`config.mk`:
```
export PLATFORM = sky130hd
export DESIGN_NAME = tpw_top
export DESIGN_NICKNAME = d
export VERILOG_FILES = /design/src/rtl/tpw_pkg.sv /design/src/rtl/tpw_chan.sv /design/src/rtl/tpw_top.sv
export SDC_FILE = /design/constraint.sdc
export NUM_CORES = 1
export LEC_CHECK = 0
export ABC_CLOCK_PERIOD_IN_PS = 5600
export BUFFER_PORTS_ARGS = -buffer_cell sky130_fd_sc_hd__buf_2
export CORE_ASPECT_RATIO = 2
export CORE_UTILIZATION = 55
export CTS_CLUSTER_DIAMETER = 200
export DETAILED_ROUTE_END_ITERATION = 7
export HOLD_SLACK_MARGIN = 0.12
export PLACE_DENSITY = 0.8
export SLEW_MARGIN = 20
export SYNTH_ARGS = -nofsm -noshare
export SYNTH_HDL_FRONTEND = slang
export SYNTH_SLANG_ARGS = --single-unit
```
`constraint.sdc`:
```
create_clock -name clk_i -period 5.6 [get_ports clk_i]
set_input_delay 1.12 -clock clk_i [delete_from_list [all_inputs] [get_ports clk_i]]
set_output_delay 1.12 -clock clk_i [all_outputs]
set_load 0.05 [all_outputs]
```
`src/rtl/tpw_pkg.sv`:
```
package tpw_pkg;

  // ------------------------------------------------------------
  // Register word indices (byte address = index * 4)
  // ------------------------------------------------------------
  localparam logic [2:0] TPW_IDX_TIMER_CTRL = 3'h0;
  localparam logic [2:0] TPW_IDX_COUNTER = 3'h1;
  localparam logic [2:0] TPW_IDX_MODULO = 3'h2;
  localparam logic [2:0] TPW_IDX_CHAN0_CTRL = 3'h3;
  localparam logic [2:0] TPW_IDX_CHAN0_VALUE = 3'h4;
  localparam logic [2:0] TPW_IDX_CHAN1_CTRL = 3'h5;
  localparam logic [2:0] TPW_IDX_CHAN1_VALUE = 3'h6;
  localparam int TPW_ADR_LSB = 2;

  // ------------------------------------------------------------
  // Field positions
  // ------------------------------------------------------------
  localparam int TPW_BIT_FLAG = 7;       // Overflow / channel event flag
  localparam int TPW_BIT_IRQ_EN = 6;     // Interrupt enable
  localparam int TPW_BIT_HALT = 5;       // Counter halt
  localparam int TPW_BIT_CLEAR = 4;      // Counter clear, write-only
  localparam int TPW_PS_MSB = 2;         // Prescaler select field 2:0
  localparam int TPW_CFG_MSB = 6;        // Channel config field 6:0

  // ------------------------------------------------------------
  // Widths, reset values and codes
  // ------------------------------------------------------------
  localparam int TPW_CNT_W = 16;
  localparam int TPW_DIV_W = 6;
  localparam int TPW_NCHAN = 2;
  localparam logic [15:0] TPW_MODULO_RST = 16'hffff;
  localparam logic [15:0] TPW_VALUE_RST = 16'h0000;
  localparam logic [2:0] TPW_PS_RST = 3'h0;
  localparam logic [2:0] TPW_PS_EXT = 3'h7;   // External timer clock pin
  localparam logic TPW_HALT_RST = 1'b1;

  // Channel control bits below the flag, in register order 6:0
  typedef struct packed {
    logic irq_en;
    logic ms_hi;        // Channel 0: channel_link_select
    logic ms_lo;        // mode_select_low
    logic els_hi;       // edge_level_high
    logic els_lo;       // edge_level_low
    logic tov;          // toggle_on_overflow
    logic max_duty;     // max_duty_bit
  } tpw_chan_cfg_t;

  localparam tpw_chan_cfg_t TPW_CFG_RST = '0;

  // Pin action on a compare
  typedef enum logic [1:0] {
    TPW_ACT_NONE,
    TPW_ACT_TOGGLE,
    TPW_ACT_CLEAR,
    TPW_ACT_SET
  } tpw_act_t;

endpackage

```
`src/rtl/tpw_chan.sv`:
```
`timescale 1ns/100ps
// Output stage of one compare channel
module tpw_chan
  import tpw_pkg::*;
(
  // Clock and reset
  input wire logic clk_i,
  input wire logic rst_i,
  // Control
  input wire tpw_chan_cfg_t cfg_i,
  input wire logic release_i,
  input wire logic cmp_i,
  input wire logic ovf_i,
  // Pin
  output logic pin_o,
  output logic oe_n_o
);

  logic pin_q;
  logic pin_d;
  logic owns;
  logic full;
  tpw_act_t act;

  // ------------------------------------------------------------
  // Pin ownership and compare action decode
  // ------------------------------------------------------------
  assign owns = (cfg_i.ms_hi | cfg_i.ms_lo) & (cfg_i.els_hi | cfg_i.els_lo)
                & ~release_i;
  assign full = cfg_i.max_duty & cfg_i.tov;

  always_comb begin
    case ({cfg_i.els_hi, cfg_i.els_lo})
      2'b01: act = TPW_ACT_TOGGLE;
      2'b10: act = TPW_ACT_CLEAR;
      2'b11: act = TPW_ACT_SET;
      default: act = TPW_ACT_NONE;
    endcase
  end

  // ------------------------------------------------------------
  // Next pin level: compare action, then overflow toggle
  // ------------------------------------------------------------
  always_comb begin
    pin_d = pin_q;
    if (owns) begin
      if (cmp_i) begin
        case (act)
          TPW_ACT_TOGGLE: pin_d = ~pin_q;
          TPW_ACT_CLEAR: pin_d = 1'b0;
          TPW_ACT_SET: pin_d = 1'b1;
          default: pin_d = pin_q;
        endcase
      end
      // Without toggle the pin only settles where compares put it
      if (ovf_i && cfg_i.tov) begin
        pin_d = ~pin_d;
      end
      // Full duty holds the pulse level and masks every compare
      if (full) begin
        pin_d = ~cfg_i.els_lo;
      end
    end
  end

  always_ff @(posedge clk_i) begin
    if (rst_i) begin
      pin_q <= 1'b0;
    end else begin
      pin_q <= pin_d;
    end
  end

  assign pin_o = pin_q;
  assign oe_n_o = ~owns;

endmodule // tpw_chan

```
`src/rtl/tpw_top.sv`:
```
`timescale 1ns/100ps
module tpw_top
  import tpw_pkg::*;
(
  // Clock and reset
  input wire logic clk_i,
  input wire logic rst_i,
  // Wishbone classic slave
  input wire logic cyc_i,
  input wire logic stb_i,
  input wire logic we_i,
  input wire logic [4:0] adr_i,
  input wire logic [3:0] sel_i,
  input wire logic [31:0] dat_i,
  output logic [31:0] dat_o,
  output logic ack_o,
  // External timer clock, synchronous to clk_i
  input wire logic ext_clk_i,
  // Channel pins, oe low while driven
  output logic [TPW_NCHAN-1:0] chan_pin_o,
  output logic [TPW_NCHAN-1:0] chan_oe_n_o,
  // Interrupt request levels
  output logic ovf_irq_o,
  output logic [TPW_NCHAN-1:0] chan_irq_o
);

  // ------------------------------------------------------------
  // Declarations
  // ------------------------------------------------------------
  logic ack_q, ack_d;
  logic [31:0] dat_q, dat_d;
  logic [15:0] cnt_q, cnt_d;
  logic [15:0] mod_q, mod_d;
  logic [TPW_DIV_W-1:0] div_q, div_d;
  logic ext_q;
  logic halt_q, halt_d;
  logic ovf_ie_q, ovf_ie_d;
  logic [2:0] ps_q, ps_d;
  logic ovf_flag_q, ovf_flag_d;
  logic ovf_arm_q, ovf_arm_d;
  logic [15:0] val_q [TPW_NCHAN], val_d [TPW_NCHAN];
  tpw_chan_cfg_t cfg_q [TPW_NCHAN], cfg_d [TPW_NCHAN];
  logic [TPW_NCHAN-1:0] flag_q, flag_d;
  logic [TPW_NCHAN-1:0] arm_q, arm_d;
  logic sel1_q, sel1_d;
  logic pend1_q, pend1_d;
  logic [2:0] idx;
  logic wr_go, rd_go, link;
  logic tick, run, ovf;
  logic [TPW_DIV_W-1:0] mask;
  logic [15:0] val_used [TPW_NCHAN];
  logic [TPW_NCHAN-1:0] match, chan_evt, rel;
  tpw_chan_cfg_t cfg_eff [TPW_NCHAN];
  logic [31:0] rdata;
  logic clr_req;

  // Byte-lane merge of a 16-bit register
  function automatic logic [15:0] merge16(input logic [15:0] old,
                                          input logic [31:0] wd,
                                          input logic [3:0] be);
    logic [15:0] r;
    r = old;
    if (be[0]) begin
      r[7:0] = wd[7:0];
    end
    if (be[1]) begin
      r[15:8] = wd[15:8];
    end
    return r;
  endfunction

  // ------------------------------------------------------------
  // Bus decode
  // ------------------------------------------------------------
  // A write takes effect at the edge where the master sees ack
  assign idx = adr_i[TPW_ADR_LSB+:3];
  assign wr_go = cyc_i & stb_i & ack_q & we_i;
  assign rd_go = cyc_i & stb_i & ack_q & ~we_i;
  assign clr_req = wr_go && idx == TPW_IDX_TIMER_CTRL && sel_i[0]
                   && dat_i[TPW_BIT_CLEAR];
  assign link = cfg_q[0].ms_hi;

  // ------------------------------------------------------------
  // Prescaler and timer tick
  // ------------------------------------------------------------
  // Divide by two to the prescaler code; code 7 follows the pin
  assign mask = TPW_DIV_W'((7'h01 << ps_q) - 7'h01);
  assign tick = (ps_q == TPW_PS_EXT) ? (ext_clk_i & ~ext_q)
                                     : ((div_q & mask) == mask);
  assign run = tick & ~halt_q;
  assign ovf = run & (cnt_q == mod_q);

  // ------------------------------------------------------------
  // Channel compare values and matches
  // ------------------------------------------------------------
  // Values are used straight from the register, no shadow stage
  assign val_used[0] = (link && sel1_q) ? val_q[1] : val_q[0];
  assign val_used[1] = val_q[1];

  // Equality only, so a value already passed waits a full period
  generate
    for (genvar i = 0; i < TPW_NCHAN; i++) begin : g_match
      assign match[i] = run & (cnt_q == val_used[i]);
    end
  endgenerate

  // Channel 1 goes dark and frees its pin while linked
  assign rel[0] = 1'b0;
  assign rel[1] = link;

  // Link select wins over mode low on channel 0
  always_comb begin
    cfg_eff[0] = cfg_q[0];
    cfg_eff[1] = cfg_q[1];
    cfg_eff[1].ms_hi = 1'b0;
    if (link) begin
      cfg_eff[0].ms_lo = 1'b0;
    end
  end

  assign chan_evt[0] = match[0] & (cfg_eff[0].ms_hi | cfg_eff[0].ms_lo);
  assign chan_evt[1] = match[1] & cfg_eff[1].ms_lo & ~link;

  // ------------------------------------------------------------
  // Timer control, counter and flags: next state
  // ------------------------------------------------------------
  always_comb begin
    div_d = div_q + TPW_DIV_W'(1);
    cnt_d = cnt_q;
    mod_d = mod_q;
    halt_d = halt_q;
    ovf_ie_d = ovf_ie_q;
    ps_d = ps_q;
    ovf_flag_d = ovf_flag_q;
    ovf_arm_d = ovf_arm_q;
    if (run) begin
      cnt_d = ovf ? 16'h0000 : cnt_q + 16'h0001;
    end
    if (rd_go && idx == TPW_IDX_TIMER_CTRL && ovf_flag_q) begin
      ovf_arm_d = 1'b1;
    end
    if (wr_go && idx == TPW_IDX_MODULO) begin
      mod_d = merge16(mod_q, dat_i, sel_i);
    end
    if (wr_go && idx == TPW_IDX_TIMER_CTRL && sel_i[0]) begin
      ovf_ie_d = dat_i[TPW_BIT_IRQ_EN];
      halt_d = dat_i[TPW_BIT_HALT];
      ps_d = dat_i[TPW_PS_MSB:0];
      if (ovf_arm_q && !dat_i[TPW_BIT_FLAG]) begin
        ovf_flag_d = 1'b0;
      end
      ovf_arm_d = 1'b0;
    end
    // Clear bit restarts counting from zero and is never stored
    if (clr_req) begin
      cnt_d = 16'h0000;
      div_d = '0;
    end
    // A new overflow beats a clear in the same cycle
    if (ovf) begin
      ovf_flag_d = 1'b1;
    end
  end

  always_ff @(posedge clk_i) begin
    if (rst_i) begin
      div_q <= '0;
      ext_q <= 1'b0;
      cnt_q <= 16'h0000;
      mod_q <= TPW_MODULO_RST;
      halt_q <= TPW_HALT_RST;
      ovf_ie_q <= 1'b0;
      ps_q <= TPW_PS_RST;
      ovf_flag_q <= 1'b0;
      ovf_arm_q <= 1'b0;
    end else begin
      div_q <= div_d;
      ext_q <= ext_clk_i;
      cnt_q <= cnt_d;
      mod_q <= mod_d;
      halt_q <= halt_d;
      ovf_ie_q <= ovf_ie_d;
      ps_q <= ps_d;
      ovf_flag_q <= ovf_flag_d;
      ovf_arm_q <= ovf_arm_d;
    end
  end

  // ------------------------------------------------------------
  // Channel registers, flags and linked set select: next state
  // ------------------------------------------------------------
  always_comb begin
    sel1_d = sel1_q;
    pend1_d = pend1_q;
    for (int i = 0; i < TPW_NCHAN; i++) begin
      val_d[i] = val_q[i];
      cfg_d[i] = cfg_q[i];
      flag_d[i] = flag_q[i];
      arm_d[i] = arm_q[i];
    end
    for (int i = 0; i < TPW_NCHAN; i++) begin
      if (rd_go && idx == (i[0] ? TPW_IDX_CHAN1_CTRL : TPW_IDX_CHAN0_CTRL)
          && flag_q[i]) begin
        arm_d[i] = 1'b1;
      end
      if (wr_go && idx == (i[0] ? TPW_IDX_CHAN1_VALUE : TPW_IDX_CHAN0_VALUE))
      begin
        val_d[i] = merge16(val_q[i], dat_i, sel_i);
      end
      if (wr_go && sel_i[0]
          && idx == (i[0] ? TPW_IDX_CHAN1_CTRL : TPW_IDX_CHAN0_CTRL)) begin
        cfg_d[i] = tpw_chan_cfg_t'(dat_i[TPW_CFG_MSB:0]);
        if (arm_q[i] && !dat_i[TPW_BIT_FLAG]) begin
          flag_d[i] = 1'b0;
        end
        arm_d[i] = 1'b0;
      end
      // An event beats a clear in the same cycle
      if (chan_evt[i]) begin
        flag_d[i] = 1'b1;
      end
    end
    // Channel 1 has no link select of its own
    cfg_d[1].ms_hi = 1'b0;
    // Remember which set was written last
    if (wr_go && idx == TPW_IDX_CHAN1_VALUE) begin
      pend1_d = 1'b1;
    end else if (wr_go && idx == TPW_IDX_CHAN0_VALUE) begin
      pend1_d = 1'b0;
    end
    // Hand over only at a period boundary to avoid a torn pulse
    if (!link) begin
      sel1_d = 1'b0;
      pend1_d = 1'b0;
    end else if (ovf) begin
      sel1_d = pend1_d;
    end
  end

  always_ff @(posedge clk_i) begin
    if (rst_i) begin
      for (int i = 0; i < TPW_NCHAN; i++) begin
        val_q[i] <= TPW_VALUE_RST;
        cfg_q[i] <= TPW_CFG_RST;
      end
      flag_q <= '0;
      arm_q <= '0;
      sel1_q <= 1'b0;
      pend1_q <= 1'b0;
    end else begin
      for (int i = 0; i < TPW_NCHAN; i++) begin
        val_q[i] <= val_d[i];
        cfg_q[i] <= cfg_d[i];
      end
      flag_q <= flag_d;
      arm_q <= arm_d;
      sel1_q <= sel1_d;
      pend1_q <= pend1_d;
    end
  end

  // ------------------------------------------------------------
  // Channel output stages
  // ------------------------------------------------------------
  generate
    for (genvar i = 0; i < TPW_NCHAN; i++) begin : g_chan
      tpw_chan u_chan (
        .clk_i(clk_i),
        .rst_i(rst_i),
        .cfg_i(cfg_eff[i]),
        .release_i(rel[i]),
        .cmp_i(match[i]),
        .ovf_i(ovf),
        .pin_o(chan_pin_o[i]),
        .oe_n_o(chan_oe_n_o[i])
      );
      assign chan_irq_o[i] = flag_q[i] & cfg_q[i].irq_en & ~rel[i];
    end
  endgenerate

  assign ovf_irq_o = ovf_flag_q & ovf_ie_q;

  // ------------------------------------------------------------
  // Read mux and bus answer
  // ------------------------------------------------------------
  // Unmapped words read as zero and still get an ack
  always_comb begin
    rdata = 32'h0000_0000;
    case (idx)
      TPW_IDX_TIMER_CTRL: begin
        rdata[TPW_BIT_FLAG] = ovf_flag_q;
        rdata[TPW_BIT_IRQ_EN] = ovf_ie_q;
        rdata[TPW_BIT_HALT] = halt_q;
        rdata[TPW_PS_MSB:0] = ps_q; // clear bit reads 0
      end
      TPW_IDX_COUNTER: rdata[15:0] = cnt_q;
      TPW_IDX_MODULO: rdata[15:0] = mod_q;
      TPW_IDX_CHAN0_CTRL: rdata[7:0] = {flag_q[0], cfg_q[0]};
      TPW_IDX_CHAN0_VALUE: rdata[15:0] = val_q[0];
      TPW_IDX_CHAN1_CTRL: rdata[7:0] = {flag_q[1], cfg_q[1]};
      TPW_IDX_CHAN1_VALUE: rdata[15:0] = val_q[1];
      default: rdata = 32'h0000_0000;
    endcase
  end

  always_comb begin
    ack_d = cyc_i & stb_i & ~ack_q;
    dat_d = (cyc_i & stb_i & ~ack_q) ? rdata : dat_q;
  end

  always_ff @(posedge clk_i) begin
    if (rst_i) begin
      ack_q <= 1'b0;
      dat_q <= 32'h0000_0000;
    end else begin
      ack_q <= ack_d;
      dat_q <= dat_d;
    end
  end

  assign ack_o = ack_q;
  assign dat_o = dat_q;

endmodule // tpw_top

```
==> results of run 1 <==
## placed cells by master (no fill, tap or decap), types with 3 or more instances in the layout
master,n
mux2i_1,63
nand3b_1,5
nor4_1,7
inv_1,18
nand4_1,10
o21ai_0,17
a21oi_1,25
or3_1,4
clkbuf_16,17
buf_2,50
dfxtp_1,116
and3_1,8
nand3_1,15
clkbuf_8,4
nand2b_1,8
mux2_2,9
mux4_2,3
o22ai_1,11
and2_1,4
a31oi_1,7
xnor2_1,32
a211o_1,17
clkinv_2,4
nand2_1,33
o21ai_1,3
nor2b_1,32
a22oi_1,28
a221oi_1,5
nor3_1,13
nor2_1,98
and2b_2,3
xor2_1,18
conb_1,16
## sequential cells by signal, indices dropped and copies added, names as in the netlist
register,count
ovf_arm_q,1
val_q,32
mod_q,16
cnt_q,16
arm_q,2
div_q,6
flag_q,2
dat_o,16
ext_q,1
ovf_ie_q,1
halt_q,1
ps_q,3
ack_o,1
cfg_q,13
g_chan.u_chan.pin_o,2
sel1_q,1
pend1_q,1
ovf_flag_q,1
## layout make-up
cell class | instances | area share, %
Clock buffer | 21 | 6.796
Clock inverter | 9 | 1.469
Inverter | 19 | 1.009
Multi-Input combinational cell | 540 | 51.61
Sequential cell | 116 | 32.85
Tap cell | 142 | 2.513
Timing Repair Buffer | 52 | 3.752
## per-layer routing
metal | track usage [%] | vias to the layer above | routed length [microns]
met5 | 0 | - | 0
met4 | 28.92 | 0 | 1657
met3 | 5.959 | 92 | 903
met2 | 59.98 | 257 | 10290
met1 | 32.14 | 2706 | 6530
li1 | - | 2567 | -
## worst paths after layout
| check | cells after the start | slack, ns | end |
|---|---|---|---|
| setup / recovery | 6 | 2.27 | cnt_q[12] |
| hold / removal | 2 | 0.46 | dat_o[6] |
| setup reg to reg | 8 | 2.53 | g_chan[0].u_chan.pin_o |
| hold reg to reg | 2 | 0.46 | dat_o[6] |
## cell families after synthesis
| family | share of synthesized area, % |
|---|---|
| flip-flops | 36.44 |
| XOR/XNOR | 6.872 |
| buffers and inverters | 7.186 |
| AO/OA/AOI/OAI | 15.55 |
| AND/OR/NAND/NOR | 20.54 |
| multiplexers | 12.96 |
| other | 0.05885 |
| adder cells (fa/ha/maj) | 0.3926 |
## tightest hold or removal path, delay by kind of cell, from the launching register on
| family | cells | cell delay (ns) |
|---|---|---|
| flops | 1 | 0.30 |
| simple gates | 1 | 0.05 |
| compound gates | 1 | 0.05 |
## per-stage QoR
stage,setup WS (ns),instances
2_1_floorplan,2.537,745
3_3_place_gp,1.978,869
3_5_place_dp,1.885,869
4_1_cts,2.269,899
5_1_grt,2.056,899
6_report,2.269,899
## power breakdown
group | total [mW] | switching, mW | internal (mW)
logic | 0.120 | 0.0920 | 0.0280
clock network | 1.08 | 0.389 | 0.693
registers | 0.835 | 0.00463 | 0.831
total | 2.04 | 0.486 | 1.55
==> flow_summary.ini, run 1 <==
[run_status]
status = complete, no violations

[final_layout]
design_area_sq_um = 7069
layout.nets = 795
seqCellArea_sq_um = 2322
multi_input_area_sq_um = 3649
antenna_cells = 0
area_growth_pct = 10.94
final_core_util_pct = 62.64
drive_gt1_share_pct = 15.06
fill_cells = 968

[drt]
vias = 5622
dr.pass1.iters = 6
routed_wl_microns = 19380
wl_per_cell_microns = 21.56
drc_errors = 0
ant_nets = 0
drt-initial-drc-count = 642
vias_per_cell = 6.254

[worst_setup_path]
start_kind = input pin
critPathMaxStageDelay_ns = 0.57
end_kind = flop
cp_top_family = simple AND/OR/NAND/NOR gates
r2r_start = cnt_q[11]
slowest_stage = and3_1
critPathArrivalTime_ns = 3.62
timing_worst_setup_path_type = input pin to flop
crit_path_start = adr_i[3]
critical_path_peak_fanout = 37
crit_chain = buf_2 -> nor3_1 -> and3_1 -> a21o_1 -> or2_1 -> nor2_1
cp.required_ns = 5.89
path_buf_inv = 1

[clocking]
cts_sinks = 116
cts_tree = built
clockRootBuffer = clkbuf_16
cts_buffers = 17
cts-resized-gates = 0
clockBufferDepth = 2
htreeDepth = 4
hold_buffers = 0
path_clk_slew_ns = 0.06
insertion_delay_ns = 0.42
post_cts_buffers = 0

[place]
place_hpwl_microns = 14000
dpl-instance-area_sq_um = 6485
gp_congestion = 0.9990
port_buffers = 50

[yosys]
synth_commonest_cells = dfxtp_1, nor2_1, mux2i_1
async_flop_share_pct = 0
synth_top_area_cell = dfxtp_1
syn_area_sq_um = 6372
netlist_instances = 730
ys_warn_count = 0
ys_top_cells_by_area = dfxtp_1, mux2i_1, nor2_1
avgSynthCellArea_sq_um = 8.729
synth-seq-area-share_pct = 36.44
synth_seq_cells = 116
synth_ff_type = dfxtp_1
synth-edff-count = 0
synth_most_common_cell = dfxtp_1
synth_top_area_share_pct = 36.44
synth_cell_types = 77

[timing]
timing.slew.headroom_pct = 24.01
fin_crit_sh_pct = 59.49
hold_violations = 0
maxSlewViolCount = 0
tns_ns = 0
rsz0062_at_grt = false
fin_skew_ns = 0.006159
fmax_mhz = 300.2
min_period_ns = 3.331
hold_ws_ns = 0.4553
setup_viol = 0
worst_pin_slew_ns = 1.134

[global_routing]
grt_pass1_wl_microns = 30200
grt_max_degree = 96
gr-total-overflow = 0
antenna_found_initial = 0
grtUsageTotal_pct = 33.52
grt_pass1_vias = 5634

[power]
peakVddDrop_uv = 241.0
p_leak_nw = 2.606
powerDensity_nw_per_um2 = 288.3
finalPower_mw = 2.038

[floorplan]
core_area_sq_um = 11290
initial_core_util_pct = 56.46
die_area_sq_um = 12050
die_w_microns = 78.11
die_h_microns = 154.2
io_pins = 87
rows = 55

[worst_hold_path]
hold_class = flop to flop
hp-start = dat_o[6]

[run]
max_cap_violations = 0
No activity file was read; power rests on OpenSTA's default activity.
==> inputs of run 2 (changes only) <==
- ABC_CLOCK_PERIOD_IN_PS: 5600 -> 3420
- clock period: 5.6 -> 3.42 ns (I/O delays scaled with it)
==> run 2 against run 1 <==
Sequential share of layout area shrank 0.77 points; hold slack gained 0.0045 ns; core utilization grew 1.5 points; combinational power grew 69%; power grew 58%; first-iteration DRC count shrank 18%; critical endpoint is now g_chan[1].u_chan.pin_o; largest power group unchanged.
==> flow_summary.ini, run 2 (synthesized netlist as in run 1, its figures left out) <==
[global_routing]
grt_max_degree = 73
gr-total-overflow = 0
antenna_found_initial = 0
grtUsageTotal_pct = 34.53
grt_pass1_wl_microns = 31090
grt_pass1_vias = 5862

[clocking]
hold_buffers = 0
clockBufferDepth = 2
clockRootBuffer = clkbuf_16
cts_buffers = 17
cts-resized-gates = 0
post_cts_buffers = 0
cts_tree = built
cts_sinks = 116
htreeDepth = 4
insertion_delay_ns = 0.41
path_clk_slew_ns = 0.06

[final_layout]
layout.nets = 823
largest_reg_flops = 32
mostFrequentLayoutCells = dfxtp_1, nor2_1, mux2i_1
fill_cells = 970
drive_gt1_share_pct = 17.92
multi_input_area_sq_um = 3649
regMostFlops = val_q
area_growth_pct = 13.61
seqCellArea_sq_um = 2322
antenna_cells = 0
layout_commonest_cell = dfxtp_1
final_core_util_pct = 64.15

[power]
comb_power_share_pct = 6.3
powerDensity_nw_per_um2 = 443.6
p_leak_nw = 2.729
power_switching_mw = 0.8053
internal-power_mw = 2.406
seqPwrFrac_pct = 42.6
peakVddDrop_uv = 349.5
p_clk_share_pct = 51.1
sw_frac_of_total_pct = 25.08

[worst_setup_path]
start_kind = flop
cp.required_ns = 3.77
end_kind = flop
timing_worst_setup_path_type = flop to flop
critPathArrivalTime_ns = 3.05
critical_path_peak_fanout = 7

[drt]
drt-initial-drc-count = 529
drc_errors = 0
vias = 5793
wl_per_cell_microns = 21.48
ant_nets = 0
vias_per_cell = 6.236
routed_wl_microns = 19950
dr.pass1.iters = 6

[run]
max_cap_violations = 0

[timing]
rsz0062_at_grt = false
setup_viol = 0
worst_pin_slew_ns = 0.8618
fin_skew_ns = 0.007249
fmax_mhz = 370.7
tns_ns = 0
hold_ws_ns = 0.4598
min_period_ns = 2.697
timing.slew.headroom_pct = 42.11
hold_violations = 0
maxSlewViolCount = 0
fin_crit_sh_pct = 78.87

[floorplan]
die_area_sq_um = 12050
core_area_sq_um = 11290
io_pins = 87
rows = 55
die_h_microns = 154.2
initial_core_util_pct = 56.46
die_w_microns = 78.11

[worst_hold_path]
hold_class = flop to flop

[place]
port_buffers = 50
gp_congestion = 1.076
place_hpwl_microns = 14900

[run_status]
status = complete, no violations
run 2: changes by cell type in the layout (fill, tap and decap cells not counted):
cell	delta
buf_4	+28
bufinv_16	-1
clkbuf_1	+3
clkbuf_8	-4
clkinv_4	+2
clkinvlp_4	+1
inv_6	+1
run 2: through the flow:
stage               area (sq um)  worst slack (ns)  power (mW)  instances
floorplan                   6429            0.7929       1.546        745
global placement            6695            0.7571       1.589        897
detailed placement          6695            0.7014       1.594        897
CTS                         7239            0.7242       3.219        929
global route                7239            0.6351       3.305        929
finish                      7239            0.7226       3.211        929
run 2: power by group through the flow:
stage | clock (mW) | sequential, mW | combinational (mW)
3_5_place_dp | 0 | 1.40 | 0.198
2_1_floorplan | 0 | 1.41 | 0.139
4_1_cts | 1.65 | 1.37 | 0.199
6_report | 1.64 | 1.37 | 0.203
5_1_grt | 1.72 | 1.37 | 0.214
3_3_place_gp | 0 | 1.40 | 0.193
run 2: area by class of cell:
cell class,instances,share of cell area [%]
tap,142,2.454
sequential,116,32.08
inverter,19,0.9851
timing repair buffer,80,6.568
clock inverter,12,1.486
clock buffer,20,6.032
multi-input combinational,540,50.40
run 2: per-layer routing:
| layer | global-route usage [%] | part of all wire, % |
|---|---|---|
| met5 | 0 | 0 |
| met4 | 31.48 | 9.2 |
| met3 | 6.254 | 4.9 |
| met2 | 61.65 | 53 |
| met1 | 32.45 | 33 |
run 2: path summary, 6_finish.rpt:
check / cells past startpoint / slack (ns) / from / endpoint
worst max-delay path: 10 / 0.72 / cnt_q[8] / g_chan[1].u_chan.pin_o
worst min-delay path: 2 / 0.46 / dat_o[6] / dat_o[6]
worst max register to register: 10 / 0.72 / cnt_q[8] / g_chan[1].u_chan.pin_o
worst min register to register: 2 / 0.46 / dat_o[6] / dat_o[6]
run 2: worst max-delay path, cell delays in order (launching register included):
cell	delay, ns
dfxtp_1	0.57
xnor2_1	0.23
nand4_1	0.12
nor4_1	0.24
buf_4	0.17
nor3b_2	0.46
buf_4	0.24
mux2_1	0.32
nand3_1	0.08
a31oi_1	0.09
o21ai_1	0.11
==> inputs of run 3 (changes only) <==
- ABC_CLOCK_PERIOD_IN_PS: 3420 -> 2400
- CORE_UTILIZATION: 55 -> 52
- PLACE_DENSITY: 0.8 -> 0.79
- clock period: 3.42 -> 2.4 ns (I/O delays scaled with it)
==> run 3 against run 2 <==
Combinational power up 57%; sequential power grew 42%; sequential share of layout area decreased by 1.9 points; critical endpoint is now g_chan[0].u_chan.pin_o; wire length increased by 11%; largest cell class unchanged; die area grew 5.7%.
==> flow_summary.ini, run 3 (synthesized netlist as in run 1, its figures left out) <==
[final_layout]
final_core_util_pct = 65.46
mostFrequentLayoutCells = dfxtp_1, nor2_1, mux2i_1
design_area_sq_um = 7751
area_growth_pct = 21.64
largest_reg_flops = 32
fill_cells = 922
layout.nets = 858
multi_input_area_sq_um = 3744
regMostFlops = val_q
drive_gt1_share_pct = 23.97
seqCellArea_sq_um = 2336
layout_commonest_cell = dfxtp_1
antenna_cells = 0

[floorplan]
die_h_microns = 158.6
die_area_sq_um = 12730
initial_core_util_pct = 53.81
io_pins = 87
core_area_sq_um = 11840
die_w_microns = 80.28
rows = 56

[global_routing]
antenna_found_initial = 0
grtUsageMet2_pct = 65.28
busiest_layer = met2
gr-total-overflow = 0
met3_usage_pct = 8.825
grt_use_met1_pct = 34.10
grt_pass1_wl_microns = 33390
grtUsageTotal_pct = 36.78
grt_max_degree = 95
grt_pass1_vias = 6020

[drt]
ant_nets = 0
vias = 5992
vias_per_cell = 6.196
drt-initial-drc-count = 552
wl_per_cell_microns = 22.87
routed_wl_microns = 22110
drc_errors = 0
dr.pass1.iters = 5

[place]
gp_congestion = 1.037
port_buffers = 50
dpl-instance-area_sq_um = 6979
place_hpwl_microns = 16020

[timing]
min_period_ns = 2.329
timing.slew.headroom_pct = 53.23
hold_violations = 0
fmax_mhz = 429.4
setup_viol = 0
maxSlewViolCount = 0
worst_pin_slew_ns = 0.6962
fin_crit_sh_pct = 97.04
fin_skew_ns = 0.007693

[clocking]
cts_tree = built
cts_buffers = 17
clockBufferDepth = 2
cts_sinks = 116
htreeDepth = 4
path_clk_slew_ns = 0.06
insertion_delay_ns = 0.41
clockRootBuffer = clkbuf_16

[worst_hold_path]
holdPathStages = 2
hold_class = input pin to flop

[worst_setup_path]
r2r_cells = 8
start_kind = flop
critical_path_peak_fanout = 4
critPathMaxStageDelay_ns = 0.39
cp.required_ns = 2.69
timing_worst_setup_path_type = flop to flop
critPathArrivalTime_ns = 2.62
end_kind = flop
crit_chain = and2_4 -> a2111oi_4 -> a22oi_2 -> a2111oi_4 -> nand4_2 -> mux2_4 -> mux2i_1 -> o21ai_1
slowest_stage = a2111oi_4
crit_path_frequent_cell = a2111oi_4

[power]
sw_frac_of_total_pct = 23.91
internal-power_mw = 3.880
seqPwrFrac_pct = 38.2
comb_power_share_pct = 6.2
p_clk_share_pct = 55.6
p_leak_nw = 2.992
peakVddDrop_uv = 600.9
finalPower_mw = 5.099
power_switching_mw = 1.219
powerDensity_nw_per_um2 = 657.8

[run]
max_cap_violations = 0

[run_status]
status = complete, no violations
[run 3: worst paths after layout]
check,start,to,slack (ns)
setup / recovery,sel1_q,g_chan[0].u_chan.pin_o,0.07
setup reg to reg,sel1_q,g_chan[0].u_chan.pin_o,0.07
hold / removal,ext_clk_i,ext_q,0.29
hold reg to reg,dat_o[6],dat_o[6],0.46
[run 3: routing by layer]
layer	wire, microns	vias up
met5	0	-
met4	2080	0
met3	1232	104
met2	11590	307
met1	7211	2881
li1	-	2700
[run 3: area by class of cell]
class,count,share of cell area [%]
Tap cell,145,2.341
Sequential cell,116,30.14
Timing Repair Buffer,115,9.895
Clock inverter,14,2.873
Multi-Input combinational cell,540,48.30
Clock buffer,18,5.537
Inverter,19,0.9201
[run 3: power groups by stage]
stage	Combinational, mW	Clock (mW)	Sequential, mW
final	0.319	2.83	1.95
after global routing	0.333	2.96	1.95
after floorplan	0.198	0	2.01
after CTS	0.309	2.85	1.95
after global placement	0.300	0	1.99
after detailed placement	0.307	0	1.99
[run 3: stage by stage]
step	TNS, ns	instances	worst slack, ns	hold WS, ns
3_3_place_gp	0	934	0.02145	0.4486
6_report	0	967	0.07101	0.2899
2_1_floorplan	0	745	0.05458	0.4413
5_1_grt	-0.009364	967	-0.009364	0.2915
3_5_place_dp	-0.005186	934	-0.005186	0.4481
4_1_cts	0	966	0.01204	0.2885
[run 3: critical path: cells and delay by family (launching register included)]
| kind | cells | cell delay [ns] |
|---|---|---|
| DFF | 1 | 0.35 |
| AOI/OAI and AO/OA | 4 | 0.96 |
| and+or+nand+nor | 2 | 0.41 |
| muxes | 2 | 0.49 |
[run 3: what timing repair did]
item,in CTS,in global routing
buffers inserted,0,1
pin swaps,2,4
gates cloned,0,0
hold buffers,0,0
gates resized for setup,1,26
endpoints found under the setup margin,2,19
endpoints found under the hold margin,0,0
